==> config.mk <==
export PLATFORM = sky130hd
export DESIGN_NAME = aics_top
export DESIGN_NICKNAME = d
export VERILOG_FILES = /design/src/aics_pkg.sv /design/src/aics_top.sv
export SDC_FILE = /design/constraint.sdc
export NUM_CORES = 1
export LEC_CHECK = 0
export BUFFER_PORTS_ARGS = -buffer_cell sky130_fd_sc_hd__buf_2
export CORE_ASPECT_RATIO = 0.7
export CORE_MARGIN = 2
export CORE_UTILIZATION = 40
export DETAILED_ROUTE_END_ITERATION = 10
export PLACE_DENSITY = 0.63
export SLEW_MARGIN = 20
export SYNTH_ARGS = -nofsm -noshare
export SYNTH_HDL_FRONTEND = slang
export SYNTH_SLANG_ARGS = --single-unit
==> constraint.sdc <==
create_clock -name clk_in -period 2.7 [get_ports clk_in]
set_clock_uncertainty 0.05 [all_clocks]
set_input_delay 0.135 -clock clk_in [delete_from_list [all_inputs] [get_ports clk_in]]
set_output_delay 0.135 -clock clk_in [all_outputs]
set_load 0.02 [all_outputs]
==> src/aics_pkg.sv <==
package aics_pkg;
    // ------------------------------------------------------------
    // Parallel bus and setup word layout
    // ------------------------------------------------------------
    localparam int          BUS_W          = 12;
    localparam int          CFG_W          = 10;
    localparam logic [1:0]  ADDR_FIRST     = 2'h0;
    localparam int          ADDR_LSB       = 10;
    localparam int          BIT_EXT_REF    = 0;
    localparam int          BIT_SINGLE     = 1;
    localparam int          BIT_POWER_DOWN = 2;
    localparam int          BIT_PICK_LO    = 3;
    localparam int          BIT_PAIRS_LO   = 5;
    localparam int          BIT_SCAN       = 7;
    localparam int          BIT_CHECK_LO   = 8;
    localparam logic [9:0]  CFG_RST        = 10'h020;

    // ------------------------------------------------------------
    // Sample store
    // ------------------------------------------------------------
    localparam int          SAMPLE_W       = 12;
    localparam int          FIFO_DEPTH     = 16;
    localparam int          PTR_W          = 4;
    localparam int          CNT_W          = 5;
    localparam logic [4:0]  FIFO_FULL      = 5'h10;

    // Analog input codes handed to the converter core
    localparam logic [2:0]  IN_AP          = 3'h0;
    localparam logic [2:0]  IN_AM          = 3'h1;
    localparam logic [2:0]  IN_BP          = 3'h2;
    localparam logic [2:0]  IN_BM          = 3'h3;
    localparam logic [2:0]  IN_DIFF_A      = 3'h4;
    localparam logic [2:0]  IN_DIFF_B      = 3'h5;

    // Check voltage selections
    localparam logic [1:0]  CHECK_NONE     = 2'h0;
    localparam logic [1:0]  CHECK_HIGH_REF = 2'h1;
    localparam logic [1:0]  CHECK_MID_REF  = 2'h2;
    localparam logic [1:0]  CHECK_LOW_REF  = 2'h3;

    typedef enum logic [1:0] {
        ST_IDLE = 2'b01,
        ST_CONV = 2'b10
    } aics_state_t;
endpackage

==> src/aics_top.sv <==
`timescale 1ns/1ps
// Notes on behaviour
// - bit 0 picks internal or external reference
// - bit 1 clear selects continuous clocked conversion
// - continuous: one sample per clock falling edge
// - bit 1 set makes clock pin a start
// - start fall holds all inputs, then converts sequence
// - ready strobe when samples stored since the last strobe or setup write reach trigger level
// - bit 2 powers converter down, bus stays alive
// - stored samples readable while powered down
// - bits 3-4 pick input channel
// - bits 5-6 give balanced pair count
// - bit 7 enables automatic input sequencing
// - bits 8-9 pick check voltage or normal
// - ready stays inactive during check voltage selection
// - reset value zero except pair count low bit
// - check codes: none, high, mid, low reference
module aics_top
    import aics_pkg::*;
(
    // Clock and reset
    input  wire logic                         clk_in,
    input  wire logic                         rst_in,
    // Parallel data bus
    input  wire logic [aics_pkg::BUS_W-1:0]   data_in,
    input  wire logic                         wr_in,
    input  wire logic                         rd_in,
    output logic      [aics_pkg::BUS_W-1:0]   data_out,
    // Conversion pins
    input  wire logic                         conversion_clock_in,
    output logic                              samples_ready_n_out,
    // Trigger level from the second setup word
    input  wire logic [aics_pkg::CNT_W-1:0]   trig_level_in,
    // Converter core
    input  wire logic [aics_pkg::SAMPLE_W-1:0] adc_sample_in,
    output logic      [2:0]                   adc_channel_out,
    output logic                              hold_out,
    output logic                              ext_ref_out,
    output logic                              power_down_out,
    output logic      [1:0]                   check_voltage_sel_out,
    output logic      [aics_pkg::CFG_W-1:0]   first_setup_word_out
);
    import aics_pkg::*;

    // ------------------------------------------------------------
    // Input sequence decoding
    // ------------------------------------------------------------
    // Reserved combinations fall back to one single-ended input.
    function automatic logic [2:0] seq_len(input logic [9:0] c);
        logic [4:0] k;
        k = c[BIT_SCAN:BIT_PICK_LO];
        seq_len = 3'h1;
        if (k == 5'h11 || k == 5'h15 || k == 5'h19) begin
            seq_len = 3'h2;
        end else if (k == 5'h12 || k == 5'h16) begin
            seq_len = 3'h3;
        end else if (k == 5'h13) begin
            seq_len = 3'h4;
        end
    endfunction

    function automatic logic [2:0] seq_input(input logic [9:0] c, input logic [1:0] i);
        logic [4:0] k;
        k = c[BIT_SCAN:BIT_PICK_LO];
        seq_input = IN_AP;
        if (k[4:2] == 3'h0) begin
            seq_input = {1'b0, k[1:0]};
        end else if (k == 5'h04) begin
            seq_input = IN_DIFF_A;
        end else if (k == 5'h05) begin
            seq_input = IN_DIFF_B;
        end else if (k[4:2] == 3'h4) begin
            seq_input = {1'b0, i};
        end else if (k == 5'h15) begin
            seq_input = (i == 2'h0) ? IN_AP : IN_DIFF_B;
        end else if (k == 5'h16) begin
            seq_input = (i == 2'h2) ? IN_DIFF_B : {1'b0, i};
        end else if (k == 5'h19) begin
            seq_input = (i == 2'h0) ? IN_DIFF_A : IN_DIFF_B;
        end
    endfunction

    // ------------------------------------------------------------
    // State
    // ------------------------------------------------------------
    logic [CFG_W-1:0]    cfg_r;
    logic                conv_pin_r;
    aics_state_t         state_r;
    aics_state_t         state_nxt;
    logic [1:0]          idx_r;
    logic [1:0]          idx_nxt;
    logic                hold_r;
    logic [SAMPLE_W-1:0] mem_r [FIFO_DEPTH];
    logic [PTR_W-1:0]    wptr_r;
    logic [PTR_W-1:0]    rptr_r;
    logic [CNT_W-1:0]    cnt_r;
    logic [CNT_W-1:0]    cnt_nxt;
    logic [CNT_W-1:0]    trig_cnt_r;
    logic [CNT_W-1:0]    trig_cnt_nxt;
    logic                ready_n_r;
    logic [SAMPLE_W-1:0] dout_r;

    // ------------------------------------------------------------
    // Decode
    // ------------------------------------------------------------
    wire cfg_wr     = wr_in && (data_in[BUS_W-1:ADDR_LSB] == ADDR_FIRST);
    wire single     = cfg_r[BIT_SINGLE];
    wire pd         = cfg_r[BIT_POWER_DOWN];
    wire checking   = cfg_r[BIT_CHECK_LO+1:BIT_CHECK_LO] != CHECK_NONE;
    // Pin history resets high so an idle-high pin gives no edge out of reset.
    wire pin_fall   = conv_pin_r && !conversion_clock_in;
    wire [2:0] len  = seq_len(cfg_r);
    wire last_step  = ({1'b0, idx_r} == len - 3'h1);
    wire cont_fire  = pin_fall && !single && !pd;
    wire start_fire = pin_fall && single && !pd && (state_r == ST_IDLE);
    wire conv_step  = (state_r == ST_CONV) || cont_fire;
    wire fifo_full  = (cnt_r == FIFO_FULL);
    wire fifo_empty = (cnt_r == '0);
    // A full store drops the new sample so unread data is never lost.
    wire push       = conv_step && !fifo_full;
    wire pop        = rd_in && !fifo_empty;
    wire trig_hit   = push && (trig_cnt_r + 5'h1 >= trig_level_in);

    always_comb begin
        state_nxt = state_r;
        case (state_r)
            ST_IDLE: begin
                if (start_fire) begin
                    state_nxt = ST_CONV;
                end
            end
            ST_CONV: begin
                if (last_step) begin
                    state_nxt = ST_IDLE;
                end
            end
            default: begin
                state_nxt = ST_IDLE;
            end
        endcase
    end

    // A rewrite restarts the sequence from its first input.
    assign idx_nxt      = (cfg_wr || start_fire || (conv_step && last_step)) ? 2'h0 :
                          conv_step ? idx_r + 2'h1 : idx_r;
    assign cnt_nxt      = cnt_r + {4'h0, push} - {4'h0, pop};
    assign trig_cnt_nxt = (cfg_wr || trig_hit) ? '0 :
                          push ? trig_cnt_r + 5'h1 : trig_cnt_r;

    // ------------------------------------------------------------
    // Setup word and sequencing
    // ------------------------------------------------------------
    always_ff @(posedge clk_in or posedge rst_in) begin
        if (rst_in) begin
            cfg_r <= CFG_RST;
        end else if (cfg_wr) begin
            cfg_r <= data_in[CFG_W-1:0];
        end
    end

    always_ff @(posedge clk_in or posedge rst_in) begin
        if (rst_in) begin
            conv_pin_r <= 1'b1;
            state_r    <= ST_IDLE;
            idx_r      <= 2'h0;
            hold_r     <= 1'b0;
        end else begin
            conv_pin_r <= conversion_clock_in;
            state_r    <= state_nxt;
            idx_r      <= idx_nxt;
            hold_r     <= start_fire;
        end
    end

    // ------------------------------------------------------------
    // Sample store and ready strobe
    // ------------------------------------------------------------
    always_ff @(posedge clk_in) begin
        if (push) begin
            mem_r[wptr_r] <= adc_sample_in;
        end
    end

    always_ff @(posedge clk_in or posedge rst_in) begin
        if (rst_in) begin
            wptr_r     <= '0;
            rptr_r     <= '0;
            cnt_r      <= '0;
            trig_cnt_r <= '0;
            ready_n_r  <= 1'b1;
            dout_r     <= '0;
        end else begin
            wptr_r     <= push ? wptr_r + 4'h1 : wptr_r;
            rptr_r     <= pop ? rptr_r + 4'h1 : rptr_r;
            cnt_r      <= cnt_nxt;
            trig_cnt_r <= trig_cnt_nxt;
            ready_n_r  <= !(trig_hit && !checking);
            if (pop) begin
                dout_r <= mem_r[rptr_r];
            end
        end
    end

    // ------------------------------------------------------------
    // Outputs
    // ------------------------------------------------------------
    // Bus and sample widths match, so the stored word goes out unchanged.
    assign data_out              = dout_r;
    assign samples_ready_n_out   = ready_n_r;
    assign adc_channel_out       = seq_input(cfg_r, idx_r);
    assign hold_out              = hold_r;
    assign ext_ref_out           = cfg_r[BIT_EXT_REF];
    assign power_down_out        = pd;
    assign check_voltage_sel_out = cfg_r[BIT_CHECK_LO+1:BIT_CHECK_LO];
    assign first_setup_word_out  = cfg_r;

    logic first_r;
    always_ff @(posedge clk_in or posedge rst_in) begin
        if (rst_in) begin
            first_r <= 1'b1;
        end else begin
            first_r <= 1'b0;
        end
    end
endmodule

## After elaboration in Yosys (flattened, before gate mapping)

Memory sizes are Yosys's and may differ from the RTL's. A register that Yosys moved wholly into a read port is not among the register bits.
Cells that the tools add are included.

- Add/subtract/negate cells: 7
- Magnitude comparators: 1
- Equality and inequality tests: 16
- Multiplexer cells: 22
- Reductions and logical operators: 34

Operators by type and width:

| cell | number |
|---|---|
| $mux 3 | 12 |
| $eq 5x5->1 const B | 7 |
| $logic_and 1x1->1 | 12 |
| $eq 5x3->1 const B | 2 |
| $mux 5 | 2 |
| $add 4x1->4 const B | 2 |
| $mux 2 | 4 |
| $logic_not 1->1 | 7 |
| $logic_or 1x1->1 | 7 |
| $reduce_bool 2->1 | 3 |
| $add 5x1->5 | 1 |
| $add 5x1->5 const B | 1 |
| $ge 5x5->1 | 1 |
| $logic_not 5->1 | 1 |
| $sub 5x1->5 | 1 |
| $eq 2x2->1 const B | 2 |
| $logic_not 2->1 | 2 |
| $ne 2x2->1 const B | 2 |
| $pmux 2 s2 | 1 |
| $eq 2x3->1 | 1 |
| $eq 3x3->1 const B | 1 |
| $logic_not 3->1 | 1 |
| $mux 1 | 3 |
| $sub 3x1->3 const B | 1 |
| other kinds (3) | 3 |

- Register bits: 35
- Bits in writable memories: 192
- Input bits: 34
- Output and inout port bits: 31
- Logic and storage cells: 91
- Memories: 1

Memories:

| name | words | bits a word | read ports | clocked after Yosys merged registers in | wr ports | RTL line | source |
|---|---|---|---|---|---|---|---|
| mem_r | 16 | 12 | 1 | 1 | 1 | aics_top.sv:93 | `logic [SAMPLE_W-1:0] mem_r [FIFO_DEPTH];` |

## Logic depth before layout (Yosys ltp)

Gate-level depths: netlist (run 1).

- Word-level depth: 9
- Gate-level depth with buffers: 15
- Depth with buffers taken out: 15

## Worst setup path after synthesis (run 1)

Ideal clock, no wire load.

- Path type: reg2reg
- Start: register cfg_r[1], in the netlist first_setup_word_out[1]
- End: memory mem_r[0][0], enable pin
- Setup time: 0.396 ns
- Arrival: 2.446 ns
- Path slack: -0.192 ns
- Stages on the path, launching flop included: 6
- Path buffers: 1
- Period minus slack after synthesis: 2.892 ns
- Cell sequence: dfrtp_1 > or4b_4 > a21oi_4 > buf_2 > nand2_1 > nor3_1

- Cells in the longest elaborated chain, start to end: 7

Ends and longest elaborated chain:

| element | RTL line | source |
|---|---|---|
| start: declaration | aics_top.sv:86 | `logic [CFG_W-1:0] cfg_r;` |
| start signal: assignment | aics_top.sv:157 | `cfg_r <= data_in[CFG_W-1:0];` |
| $logic_not 1->1 | aics_top.sv:114 | `wire cont_fire = pin_fall && !single && !pd;` |
| $logic_and 1x1->1 (2 in series) | aics_top.sv:114 |  |
| $logic_or 1x1->1 | aics_top.sv:116 | `wire conv_step = (state_r == ST_CONV) \|\| cont_fire;` |
| $logic_and 1x1->1 | aics_top.sv:120 | `wire push = conv_step && !fifo_full;` |
| $mux 1 | aics_top.sv:179 | `if (push) begin` |
| $mux 1 (implied by the code) | aics_top.sv:180 | `mem_r[wptr_r] <= adc_sample_in;` |
| end: declaration | aics_top.sv:93 |  |

No other way between the ends.

## Worst setup path after layout (run 1)

- Start: register conv_pin_r
- End: register cnt_r[4]

- Cells in the longest elaborated chain, start to end: 7

Ends and longest elaborated chain:

| element | RTL line | source |
|---|---|---|
| start: declaration | aics_top.sv:87 | `logic conv_pin_r;` |
| start signal: assignment | aics_top.sv:168 | `conv_pin_r <= conversion_clock_in;` |
| $logic_and 1x1->1 | aics_top.sv:111 | `wire pin_fall = conv_pin_r && !conversion_clock_in;` |
| $logic_and 1x1->1 (2 in series) | aics_top.sv:114 |  |
| $logic_or 1x1->1 | aics_top.sv:116 |  |
| $logic_and 1x1->1 | aics_top.sv:120 |  |
| $add 5x1->5 | aics_top.sv:146 | `assign cnt_nxt = cnt_r + {4'h0, push} - {4'h0, pop};` |
| $sub 5x1->5 | aics_top.sv:146 |  |
| net cnt_nxt[4] | aics_top.sv:97 | `logic [CNT_W-1:0] cnt_nxt;` |
| end signal: assignment | aics_top.sv:195 | `cnt_r <= cnt_nxt;` |
| end: declaration | aics_top.sv:96 | `logic [CNT_W-1:0] cnt_r;` |

The timed path passes the listed nets, and every way through them passes these cells.
A chain may end at the register's enable or synchronous reset.

==> load_flow_metrics.sql, run 1 <==
INSERT INTO impl_metrics (metric_group, metric, value, unit) VALUES
('floorplan', 'dieWidth', '192', 'um'),
('critical_path', 'crit_chain', 'or4b_4, a21oi_4, inv_2, ha_4, inv_2, ha_4, inv_2, fa_2, inv_1, a21oi_1, nor2_1, nor2_1, xnor2_1', ''),
('cts', 'clock-sinks', '239', ''),
('critical_path', 'critical-path-max-stage-delay', '0.53', 'ns'),
('floorplan', 'fp_rows', '48', ''),
('placed_design', 'place.port_buffers', '64', ''),
('critical_path', 'timing.critical_path.max_delay_family', 'adder cells', ''),
('yosys', 'yosys_register_bits', '239', ''),
('cts', 'worst_setup_hold_path_clk_slew', '0.06', 'ns'),
('power', 'cell_internal_pwr', '7700', 'uW'),
('grt', 'wire_length_of_the_first_global_routing_pass', '32.1', 'mm'),
('yosys', 'async_reset_ff_share', '19.7', '%'),
('outcome', 'outcome', 'finished clean', ''),
('floorplan', 'core_area', '24500', 'um2'),
('placed_design', 'place_hpwl', '13.2', 'mm'),
('yosys', 'synth_cells', '546', ''),
('grt', 'vias_in_the_first_global_route', '5430', ''),
('yosys', 'synthFlopType', 'sky130_fd_sc_hd__edfxtp_1', ''),
('yosys', 'post-synth-top-area-fraction', '58.3', '%'),
('grt', 'track_usage', '16.7', '%'),
('power', 'max_rail_drop_vdd', '0.626', 'mV'),
('sta', 'slew_headroom', '53.8', '%'),
('detailed_routing', 'wl_met2', '10.4', 'mm'),
('power', 'power_density', '916', 'nW/um2'),
('grt', 'gr-total-overflow', '0', ''),
('yosys', 'netlist-cell-type-count', '49', ''),
('finish', 'finish.net_count', '727', ''),
('cts', 'cts_tree', 'built', ''),
('yosys', 'post_synthesis_average_cell_area', '18.1', 'um2'),
('critical_path', 'worstSetupStartpoint', 'conv_pin_r$_DFF_PP1_', ''),
('critical_path', 'regToRegStartpoint', 'conv_pin_r$_DFF_PP1_', ''),
('critical_path', 'cell_type_with_the_highest_occurrence_count_on_the_critical_path', 'sky130_fd_sc_hd__inv_2', ''),
('critical_path', 'critical_path_required', '3.04', 'ns'),
('power', 'combinationalPowerShare', '27.6', '%'),
('critical_path', 'start_kind', 'register', ''),
('power', 'power.static_leakage', '0.00435', 'uW'),
('placed_design', 'routabilityCongestion', '0.736', ''),
('floorplan', 'dieArea', '26000', 'um2'),
('finish', 'finalCoreUtilization', '48.4', '%'),
('flow_run', 'maxCapViolCount', '0', ''),
('finish', 'ratio_of_cells_with_drive_above_1_in_the_final_layout', '31.3', '%'),
('yosys', 'synth_fp_nets', '603', ''),
('critical_path', 'cpMaxStageDelayCell', 'sky130_fd_sc_hd__dfstp_2', ''),
('detailed_routing', 'routedWlPerCell', '20.8', 'um'),
('sta', 'setup_violations', '0', ''),
('cts', 'root_buffer', 'sky130_fd_sc_hd__clkbuf_16', ''),
('detailed_routing', 'met3_wirelength', '1.65', 'mm'),
('sta', 'finalMaxSlewViolations', '0', ''),
('cts', 'largest_buffer_count_on_any_clock_path', '3', ''),
('detailed_routing', 'drt_drc_violations_left', '0', ''),
('sta', 'count_of_final_hold_check_violations', '0', ''),
('yosys', 'synth-warning-count', '0', ''),
('detailed_routing', 'ant_nets', '0', ''),
('floorplan', 'floorplan.initialDensity', '40.4', '%'),
('grt', 'antenna_found_initial', '0', ''),
('yosys', 'yosys.area.top_type', 'sky130_fd_sc_hd__edfxtp_1', ''),
('sta', 'unrepaired_setup_endpoints_after_global_routing', 'no', ''),
('power', 'design_power_total', '10900', 'uW'),
('critical_path', 'critPathBufInv', '4', ''),
('critical_path', 'timing_worst_setup_path_type', 'register to register', ''),
('sta', 'period_needed', '2.59', 'ns'),
('detailed_routing', 'detail_route.iter0.violations', '296', ''),
('yosys', 'synthesis.area', '9900', 'um2'),
('finish', 'area_growth', '19.9', '%'),
('yosys', 'yosysSeqAreaShare', '70.2', '%'),
('power', 'seqPwrFrac', '42.2', '%'),
('finish', 'design_area', '11900', 'um2'),
('power', 'total_switching_power', '3170', 'uW'),
('finish', 'mostFrequentLayoutCell', 'sky130_fd_sc_hd__edfxtp_1', ''),
('cts', 'htree_num_levels', '1', ''),
('detailed_routing', 'routed.top_layer', 'met4', '');
-- timing repair --
action                                  CTS  global route
hold buffers                             24             0
endpoints found under the setup margin    1             1
gates cloned                              0             0
gates resized for setup                   5             1
hold endpoints to repair                222             0
pin swaps                                 4             2
setup buffers                             3             0
-- cells in the mapped netlist (2+ instances only) --
master	instances
sky130_fd_sc_hd__dfrtp_1	43
sky130_fd_sc_hd__dfstp_2	4
sky130_fd_sc_hd__buf_2	6
sky130_fd_sc_hd__and2_1	2
sky130_fd_sc_hd__xor2_1	3
sky130_fd_sc_hd__edfxtp_1	192
sky130_fd_sc_hd__nor2b_1	6
sky130_fd_sc_hd__nor3_1	6
sky130_fd_sc_hd__nand2_1	24
sky130_fd_sc_hd__inv_1	23
sky130_fd_sc_hd__nand2b_1	4
sky130_fd_sc_hd__nand3_1	13
sky130_fd_sc_hd__ha_1	22
sky130_fd_sc_hd__a221o_1	12
sky130_fd_sc_hd__nor2_1	24
sky130_fd_sc_hd__o21ai_0	9
sky130_fd_sc_hd__mux4_1	18
sky130_fd_sc_hd__buf_6	3
sky130_fd_sc_hd__buf_1	4
sky130_fd_sc_hd__a22o_1	13
sky130_fd_sc_hd__mux4_2	30
sky130_fd_sc_hd__a21o_1	2
sky130_fd_sc_hd__xnor2_1	12
sky130_fd_sc_hd__clkbuf_1	10
sky130_fd_sc_hd__nand4_1	3
sky130_fd_sc_hd__a21oi_1	11
sky130_fd_sc_hd__mux2_2	21
sky130_fd_sc_hd__buf_4	5
-- path summary, 6_finish.rpt --
| kind | to | slack (ns) | cells past startpoint |
|---|---|---|---|
| hold reg to reg | rptr_r[3]$_DFFE_PP0P_ | 0.43 | 1 |
| min in group asynchronous | first_setup_word_out[2]$_DFFE_PP0P_ | 0.16 | 3 |
| setup / recovery | cnt_r[4]$_DFF_PP0_ | 0.11 | 13 |
| hold / removal | trig_cnt_r[1]$_DFFE_PP0P_ | 0.06 | 4 |
| max in group asynchronous | samples_ready_n_out$_DFF_PP1_ | 1.62 | 4 |
| setup reg to reg | cnt_r[4]$_DFF_PP0_ | 0.11 | 13 |
-- worst reg2reg max path: stages, from the launching register on --
cell and delay (ns):
sky130_fd_sc_hd__dfstp_2 0.53, sky130_fd_sc_hd__or4b_4 0.50, sky130_fd_sc_hd__a21oi_4 0.15, sky130_fd_sc_hd__inv_2 0.07
sky130_fd_sc_hd__ha_4 0.23, sky130_fd_sc_hd__inv_2 0.06, sky130_fd_sc_hd__ha_4 0.13, sky130_fd_sc_hd__inv_2 0.03
sky130_fd_sc_hd__fa_2 0.33, sky130_fd_sc_hd__inv_1 0.06, sky130_fd_sc_hd__a21oi_1 0.06, sky130_fd_sc_hd__nor2_1 0.11
sky130_fd_sc_hd__nor2_1 0.06, sky130_fd_sc_hd__xnor2_1 0.11
-- layout make-up --
cell class	count	area [um2]
fill	2019	12600
sequential	239	6950
multi-input combinational	255	2750
timing repair buffer	126	871
clock buffer	31	688
tap	325	407
clock inverter	13	106
inverter	24	90.1
-- state kept, by name, indices dropped and copies added, names as in the netlist --
register / cells
rptr_r: 4
idx_r: 2
conv_pin_r: 1
mem_r: 192
state_r: 2
samples_ready_n_out: 1
trig_cnt_r: 5
cnt_r: 5
wptr_r: 4
data_out: 12
first_setup_word_out: 10
hold_out: 1
-- through the flow --
stage,instances,setup TNS [ns],worst slack [ns]
after floorplan,546,0,0.00546
after global placement,942,0,0.0540
after detailed placement,942,-0.0397,-0.0397
after CTS,1013,0,0.00517
after global routing,1013,0,0.00136
final,1013,0,0.108
-- power by group through the flow --
stage | sequential, uW | clock, uW | combinational (uW)
after CTS | 4580 | 3350 | 3050
final | 4590 | 3280 | 3000
after floorplan | 4680 | 0 | 2140
after global routing | 4630 | 3470 | 3290
after detailed placement | 4660 | 0 | 2990
after global placement | 4630 | 0 | 2910
-- logic make-up (layout without fill, tap and decap cells) --
kind of cell | count (synthesis) | after routing | share of synthesized area, %
buffers and inverters | 52 | 194 | 2.47
DFF | 239 | 239 | 70.2
and+or+nand+nor | 89 | 89 | 4.44
muxes | 70 | 70 | 14.1
AOI/OAI and AO/OA | 58 | 58 | 4.50
adders and majority gates | 23 | 23 | 2.98
xor gates and xnor gates | 15 | 15 | 1.33
-- layer usage --
| layer | vias to the layer above | global-route usage [%] |
|---|---|---|
| met5 | - | 0 |
| met4 | 0 | 3.86 |
| met3 | 23 | 3.03 |
| met2 | 149 | 27.6 |
| met1 | 2720 | 23.1 |
| li1 | 2405 | - |
(Power assumes the default switching activity.)
==> run 2: changes to the inputs <==
Settings changed: PLACE_DENSITY 0.63 to 0.61.
==> load_flow_metrics.sql, run 2 (synthesis gave the netlist of run 1 again) <==
INSERT INTO impl_metrics (metric_group, metric, value, unit) VALUES
('finish', 'mostFrequentLayoutCell', 'sky130_fd_sc_hd__edfxtp_1', ''),
('finish', 'area_growth', '21.3', '%'),
('floorplan', 'core_area', '24500', 'um2'),
('grt', 'wire_length_of_the_first_global_routing_pass', '32.6', 'mm'),
('finish', 'largest-register', 'mem_r', ''),
('critical_path', 'critical_path_required', '2.86', 'ns'),
('cts', 'cts-buffers-inserted', '24', ''),
('floorplan', 'fp_rows', '48', ''),
('floorplan', 'dieArea', '26000', 'um2'),
('detailed_routing', 'drt_drc_violations_left', '0', ''),
('finish', 'most-common-layout-cells', 'sky130_fd_sc_hd__edfxtp_1 (192), sky130_fd_sc_hd__buf_2 (64), sky130_fd_sc_hd__buf_4 (41)', ''),
('floorplan', 'die_height', '136', 'um'),
('grt', 'track_usage', '16.7', '%'),
('detailed_routing', 'finalWirelength', '21.2', 'mm'),
('finish', 'design_area', '12000', 'um2'),
('sta', 'min_period_over_period', '96.7', '%'),
('power', 'power_density', '950', 'nW/um2'),
('finish', 'max_reg_flops', '192', ''),
('cts', 'root_buffer', 'sky130_fd_sc_hd__clkbuf_16', ''),
('detailed_routing', 'routedWlPerCell', '20.9', 'um'),
('sta', 'timing.setup.tns', '0', 'ns'),
('detailed_routing', 'route.detailed.vias_per_inst', '5.31', ''),
('floorplan', 'dieWidth', '192', 'um'),
('detailed_routing', 'drt_pass_1_iters', '4', ''),
('critical_path', 'critPathMaxFanout', '14', ''),
('critical_path', 'start_kind', 'register', ''),
('sta', 'slew_headroom', '52.3', '%'),
('finish', 'ant_diodes', '0', ''),
('flow_run', 'maxCapViolCount', '0', ''),
('detailed_routing', 'detail_route.iter0.violations', '343', ''),
('cts', 'clock-sinks', '239', ''),
('grt', 'antenna_found_initial', '0', ''),
('sta', 'period_needed', '2.61', 'ns'),
('placed_design', 'routabilityCongestion', '0.785', ''),
('sta', 'setup_violations', '0', ''),
('finish', 'ratio_of_cells_with_drive_above_1_in_the_final_layout', '32.2', '%'),
('grt', 'grt_max_degree', '52', ''),
('grt', 'gr-total-overflow', '0', ''),
('outcome', 'outcome', 'finished clean', ''),
('sta', 'worst-slew-pin-transition', '0.714', 'ns'),
('floorplan', 'floorplan.initialDensity', '40.4', '%'),
('grt', 'vias_in_the_first_global_route', '5540', ''),
('placed_design', 'place_hpwl', '13.4', 'mm'),
('finish', 'finish.net_count', '731', ''),
('critical_path', 'crit_path_end_kind', 'register', ''),
('finish', 'finalCoreUtilization', '49.0', '%'),
('sta', 'final_worst_setup_slack', '0.0893', 'ns'),
('sta', 'final.hold.worst_slack', '0.0615', 'ns'),
('cts', 'largest_buffer_count_on_any_clock_path', '3', ''),
('sta', 'count_of_final_hold_check_violations', '0', ''),
('placed_design', 'place.port_buffers', '64', ''),
('floorplan', 'design.portCount', '65', ''),
('power', 'max_rail_drop_vdd', '0.604', 'mV'),
('min_path', 'min-delay-path-class', 'primary input to register', ''),
('placed_design', 'post_dp_cell_area', '10800', 'um2'),
('finish', 'area.sequential', '6950', 'um2'),
('detailed_routing', 'ant_nets', '0', ''),
('power', 'power.static_leakage', '0.00442', 'uW'),
('cts', 'htree_num_levels', '1', ''),
('cts', 'cts_tree', 'built', ''),
('finish', 'num-fill-cells', '2029', ''),
('placed_design', 'detailedPlace.worstSlack', '0.0150', 'ns'),
('critical_path', 'worst-endpoint-arrival', '2.77', 'ns'),
('cts', 'clock_insertion_delay_worst_skew', '0.51', 'ns'),
('sta', 'finalMaxSlewViolations', '0', ''),
('finish', 'area_of_the_multi_input_gates', '2770', 'um2'),
('sta', 'fmax', '0.383', 'GHz'),
('detailed_routing', 'via_count', '5401', ''),
('critical_path', 'timing_worst_setup_path_type', 'register to register', ''),
('cts', 'worst_setup_hold_path_clk_slew', '0.06', 'ns');
[run 2: cell types whose count changed in the layout (fill, tap and decap cells not counted), sizes merged]
cell / before / now
buf: 102 / 106
bufinv: 1 / 6
clkbuf: 31 / 33
clkinv: 8 / 4
clkinvlp: 3 / 1
inv: 25 / 24
[run 2: path summary, 6_finish.rpt]
path | start | endpoint | slack, ns | depth (start not counted)
max | conv_pin_r$_DFF_PP1_ | mem_r[8][7]$_DFFE_PP_ | 0.09 | 8
min in group asynchronous | rst_in | first_setup_word_out[7]$_DFFE_PP0P_ | 0.17 | 3
min reg2reg | rptr_r[3]$_DFFE_PP0P_ | rptr_r[3]$_DFFE_PP0P_ | 0.45 | 1
max reg2reg | conv_pin_r$_DFF_PP1_ | mem_r[8][7]$_DFFE_PP_ | 0.09 | 8
max in group asynchronous | rst_in | state_r[0]$_DFFE_PP1P_ | 1.70 | 4
min | data_in[11] | trig_cnt_r[4]$_DFFE_PP0P_ | 0.06 | 4
[run 2: power breakdown]
part	switching (uW)	internal (uW)	leakage (uW)	total (uW)
logic	1570	1480	0.00168	3050
registers	295	4320	0.00230	4610
clock network	1370	2380	0.000442	3750
[run 2: area by class of cell]
class,instances,area share (%)
sequential,239,57.9
timing repair buffer,130,7.40
inverter,24,0.750
clock buffer,33,5.79
clock inverter,11,1.76
multi-input combinational,255,23.0
tap,325,3.39
[run 2: stage by stage]
step           std cells  total power (uW)
3_3_place_gp         945              7570
3_5_place_dp         945              7670
6_report            1017             11400
4_1_cts             1014             11500
2_1_floorplan        546              6830
5_1_grt             1017             11900
[run 2: worst max-delay path, stage by stage (launching register included)]
cell and delay (ns):
sky130_fd_sc_hd__dfstp_2 0.52, sky130_fd_sc_hd__or4b_4 0.48, sky130_fd_sc_hd__a21oi_4 0.16, sky130_fd_sc_hd__buf_4 0.12, sky130_fd_sc_hd__buf_4 0.09, sky130_fd_sc_hd__buf_4 0.19, sky130_fd_sc_hd__nand2_1 0.15, sky130_fd_sc_hd__nor2_1 0.27
sky130_fd_sc_hd__buf_4 0.26
[run 2: repair_timing]
item | in CTS | in global routing
endpoints found under the hold margin | 226 | 0
buffers inserted | 1 | 3
pin swaps | 1 | 5
hold buffers | 24 | 0
resized for setup | 1 | 8
endpoints found under the setup margin | 1 | 2
[run 2: layer usage]
| metal | global-route usage, % | wire length [um] |
|---|---|---|
| met1 | 25.1 | 10300 |
| met2 | 25.6 | 9430 |
| met3 | 2.62 | 988 |
| met4 | 4.07 | 464 |
| met5 | 0 | 0 |
==> run 3: changes to the inputs <==
Settings changed: MAX_ROUTING_LAYER from default to met4, PLACE_DENSITY 0.61 to default, PLACE_DENSITY_LB_ADDON from default to 0.25.
==> load_flow_metrics.sql, run 3 (synthesis gave the netlist of run 1 again) <==
INSERT INTO impl_metrics (metric_group, metric, value, unit) VALUES
('sta', 'slew_headroom', '60.6', '%'),
('cts', 'cts_tree', 'built', ''),
('grt', 'track_usage', '17.2', '%'),
('detailed_routing', 'routedWlPerCell', '20.7', 'um'),
('outcome', 'outcome', 'finished clean', ''),
('critical_path', 'worst-endpoint-arrival', '2.97', 'ns'),
('sta', 'finalMaxSlewViolations', '0', ''),
('power', 'power.static_leakage', '0.00434', 'uW'),
('critical_path', 'start_kind', 'register', ''),
('finish', 'largest-register', 'mem_r', ''),
('sta', 'fmax', '0.380', 'GHz'),
('sta', 'setup_violations', '0', ''),
('min_path', 'min-delay-path-class', 'primary input to register', ''),
('floorplan', 'fp_rows', '48', ''),
('floorplan', 'dieArea', '26000', 'um2'),
('finish', 'mostFrequentLayoutCell', 'sky130_fd_sc_hd__edfxtp_1', ''),
('finish', 'ratio_of_cells_with_drive_above_1_in_the_final_layout', '30.4', '%'),
('cts', 'htree_num_levels', '1', ''),
('flow_run', 'maxCapViolCount', '0', ''),
('sta', 'min_period_over_period', '97.5', '%'),
('grt', 'antenna_found_initial', '0', ''),
('cts', 'clock-sinks', '239', ''),
('placed_design', 'place_hpwl', '13.4', 'mm'),
('placed_design', 'routabilityCongestion', '0.799', ''),
('cts', 'cts-buffers-inserted', '24', ''),
('cts', 'largest_buffer_count_on_any_clock_path', '3', ''),
('finish', 'max_reg_flops', '192', ''),
('critical_path', 'internal_reg_to_reg_setup_slack', '0.07', 'ns'),
('cts', 'root_buffer', 'sky130_fd_sc_hd__clkbuf_16', ''),
('detailed_routing', 'detail_route.iter0.violations', '554', ''),
('cts', 'clock_insertion_delay_worst_skew', '0.51', 'ns'),
('placed_design', 'place.port_buffers', '64', ''),
('detailed_routing', 'via_count', '5387', ''),
('detailed_routing', 'ant_nets', '0', ''),
('critical_path', 'cpMaxStageDelayCell', 'sky130_fd_sc_hd__dfstp_2', ''),
('floorplan', 'floorplan.initialDensity', '40.4', '%'),
('finish', 'num-fill-cells', '2039', ''),
('finish', 'most-common-layout-cells', 'sky130_fd_sc_hd__edfxtp_1 (192), sky130_fd_sc_hd__buf_2 (64), sky130_fd_sc_hd__dfrtp_1 (39)', ''),
('sta', 'final.hold.worst_slack', '0.0585', 'ns'),
('grt', 'vias_in_the_first_global_route', '5568', ''),
('sta', 'worst-slew-pin-transition', '0.591', 'ns'),
('critical_path', 'timing_worst_setup_path_type', 'register to register', ''),
('power', 'power_density', '924', 'nW/um2'),
('sta', 'count_of_final_hold_check_violations', '0', ''),
('critical_path', 'crit_chain', 'or4b_4, a21oi_4, inv_2, ha_4, inv_2, ha_4, inv_2, fa_2, inv_2, a21oi_1, nor2_1, nor2_1, xnor2_1', ''),
('critical_path', 'cell_type_with_the_highest_occurrence_count_on_the_critical_path', 'sky130_fd_sc_hd__inv_2', ''),
('floorplan', 'design.portCount', '65', ''),
('critical_path', 'timing.critical_path.max_delay_family', 'adder cells', ''),
('power', 'max_rail_drop_vdd', '1.09', 'mV'),
('placed_design', 'detailedPlace.worstSlack', '-0.0223', 'ns'),
('critical_path', 'critPathMaxFanout', '2', ''),
('critical_path', 'critical-path-max-stage-delay', '0.52', 'ns'),
('finish', 'area_growth', '19.9', '%'),
('grt', 'grt_max_degree', '52', ''),
('grt', 'wire_length_of_the_first_global_routing_pass', '32.4', 'mm'),
('detailed_routing', 'drt_pass_1_iters', '5', ''),
('detailed_routing', 'drt_drc_violations_left', '0', ''),
('placed_design', 'post_dp_cell_area', '10800', 'um2'),
('finish', 'finish.net_count', '727', ''),
('cts', 'worst_setup_hold_path_clk_slew', '0.06', 'ns'),
('sta', 'final_worst_setup_slack', '0.0680', 'ns'),
('critical_path', 'crit_path_end_kind', 'register', ''),
('floorplan', 'die_height', '136', 'um'),
('detailed_routing', 'route.detailed.vias_per_inst', '5.32', ''),
('finish', 'area_of_the_multi_input_gates', '2750', 'um2'),
('grt', 'gr-total-overflow', '0', ''),
('finish', 'ant_diodes', '0', ''),
('detailed_routing', 'finalWirelength', '21.0', 'mm'),
('finish', 'design_area', '11900', 'um2'),
('sta', 'period_needed', '2.63', 'ns'),
('floorplan', 'dieWidth', '192', 'um'),
('finish', 'area.sequential', '6950', 'um2'),
('floorplan', 'core_area', '24500', 'um2'),
('critical_path', 'critPathBufInv', '4', ''),
('critical_path', 'critical_path_required', '3.04', 'ns');
[run 3: path summary, 6_finish.rpt]
path | from | to | depth (start not counted)
hold / removal | data_in[11] | trig_cnt_r[4]$_DFFE_PP0P_ | 4
max in group asynchronous | rst_in | state_r[0]$_DFFE_PP1P_ | 4
setup / recovery | conv_pin_r$_DFF_PP1_ | cnt_r[4]$_DFF_PP0_ | 13
hold reg to reg | rptr_r[3]$_DFFE_PP0P_ | rptr_r[3]$_DFFE_PP0P_ | 1
setup reg to reg | conv_pin_r$_DFF_PP1_ | cnt_r[4]$_DFF_PP0_ | 13
min in group asynchronous | rst_in | first_setup_word_out[0]$_DFFE_PP0P_ | 3
[run 3: final cells by class]
| class | count | share of cell area, % |
|---|---|---|
| inverters | 24 | 0.759 |
| repair buffers | 126 | 7.34 |
| multi-input cells | 255 | 23.2 |
| well taps | 325 | 3.43 |
| clock inverters | 10 | 0.844 |
| flip-flops and latches | 239 | 58.6 |
| clock buffers | 34 | 5.81 |
[run 3: report_power, final]
part           switching (uW)  leakage [uW]  total [uW]  internal [uW]
Combinational            1570       0.00166        3060           1490
Sequential                269       0.00230        4580           4320
Clock                    1350      0.000381        3320           1970
[run 3: tightest hold or removal path, delay by kind of cell]
| family | cells | cell delay [ns] |
|---|---|---|
| buffers and inverters | 2 | 0.28 |
| AOI/OAI and AO/OA | 1 | 0.12 |
| and+or+nand+nor | 1 | 0.03 |
[run 3: repair_timing]
action,CTS,global route
hold buffers,24,0
setup endpoints to repair,1,1
pin swaps,0,4
endpoints found under the hold margin,245,0
resized for setup,1,6
buffers inserted,0,4
[run 3: metal layers]
layer / track usage [%] / share of wire [%] / vias to the layer above
met5: - / 0 / -
li1: - / - / 2409
met3: 2.72 / 6.2 / 30
met2: 26.2 / 45 / 144
met1: 24.6 / 47 / 2804
met4: 3.60 / 1.7 / 0
[run 3: per-stage QoR]
stage / TNS, ns / instances / util (%) / power, uW
after global routing: -0.00900 / 1013 / 48.4 / 11500
after CTS: 0 / 1009 / 48.2 / 11000
after detailed placement: -0.0223 / 941 / 44.0 / 7680
after global placement: 0 / 941 / 44.0 / 7590
final: 0 / 1013 / 48.4 / 11000
after floorplan: 0 / 546 / - / 6830
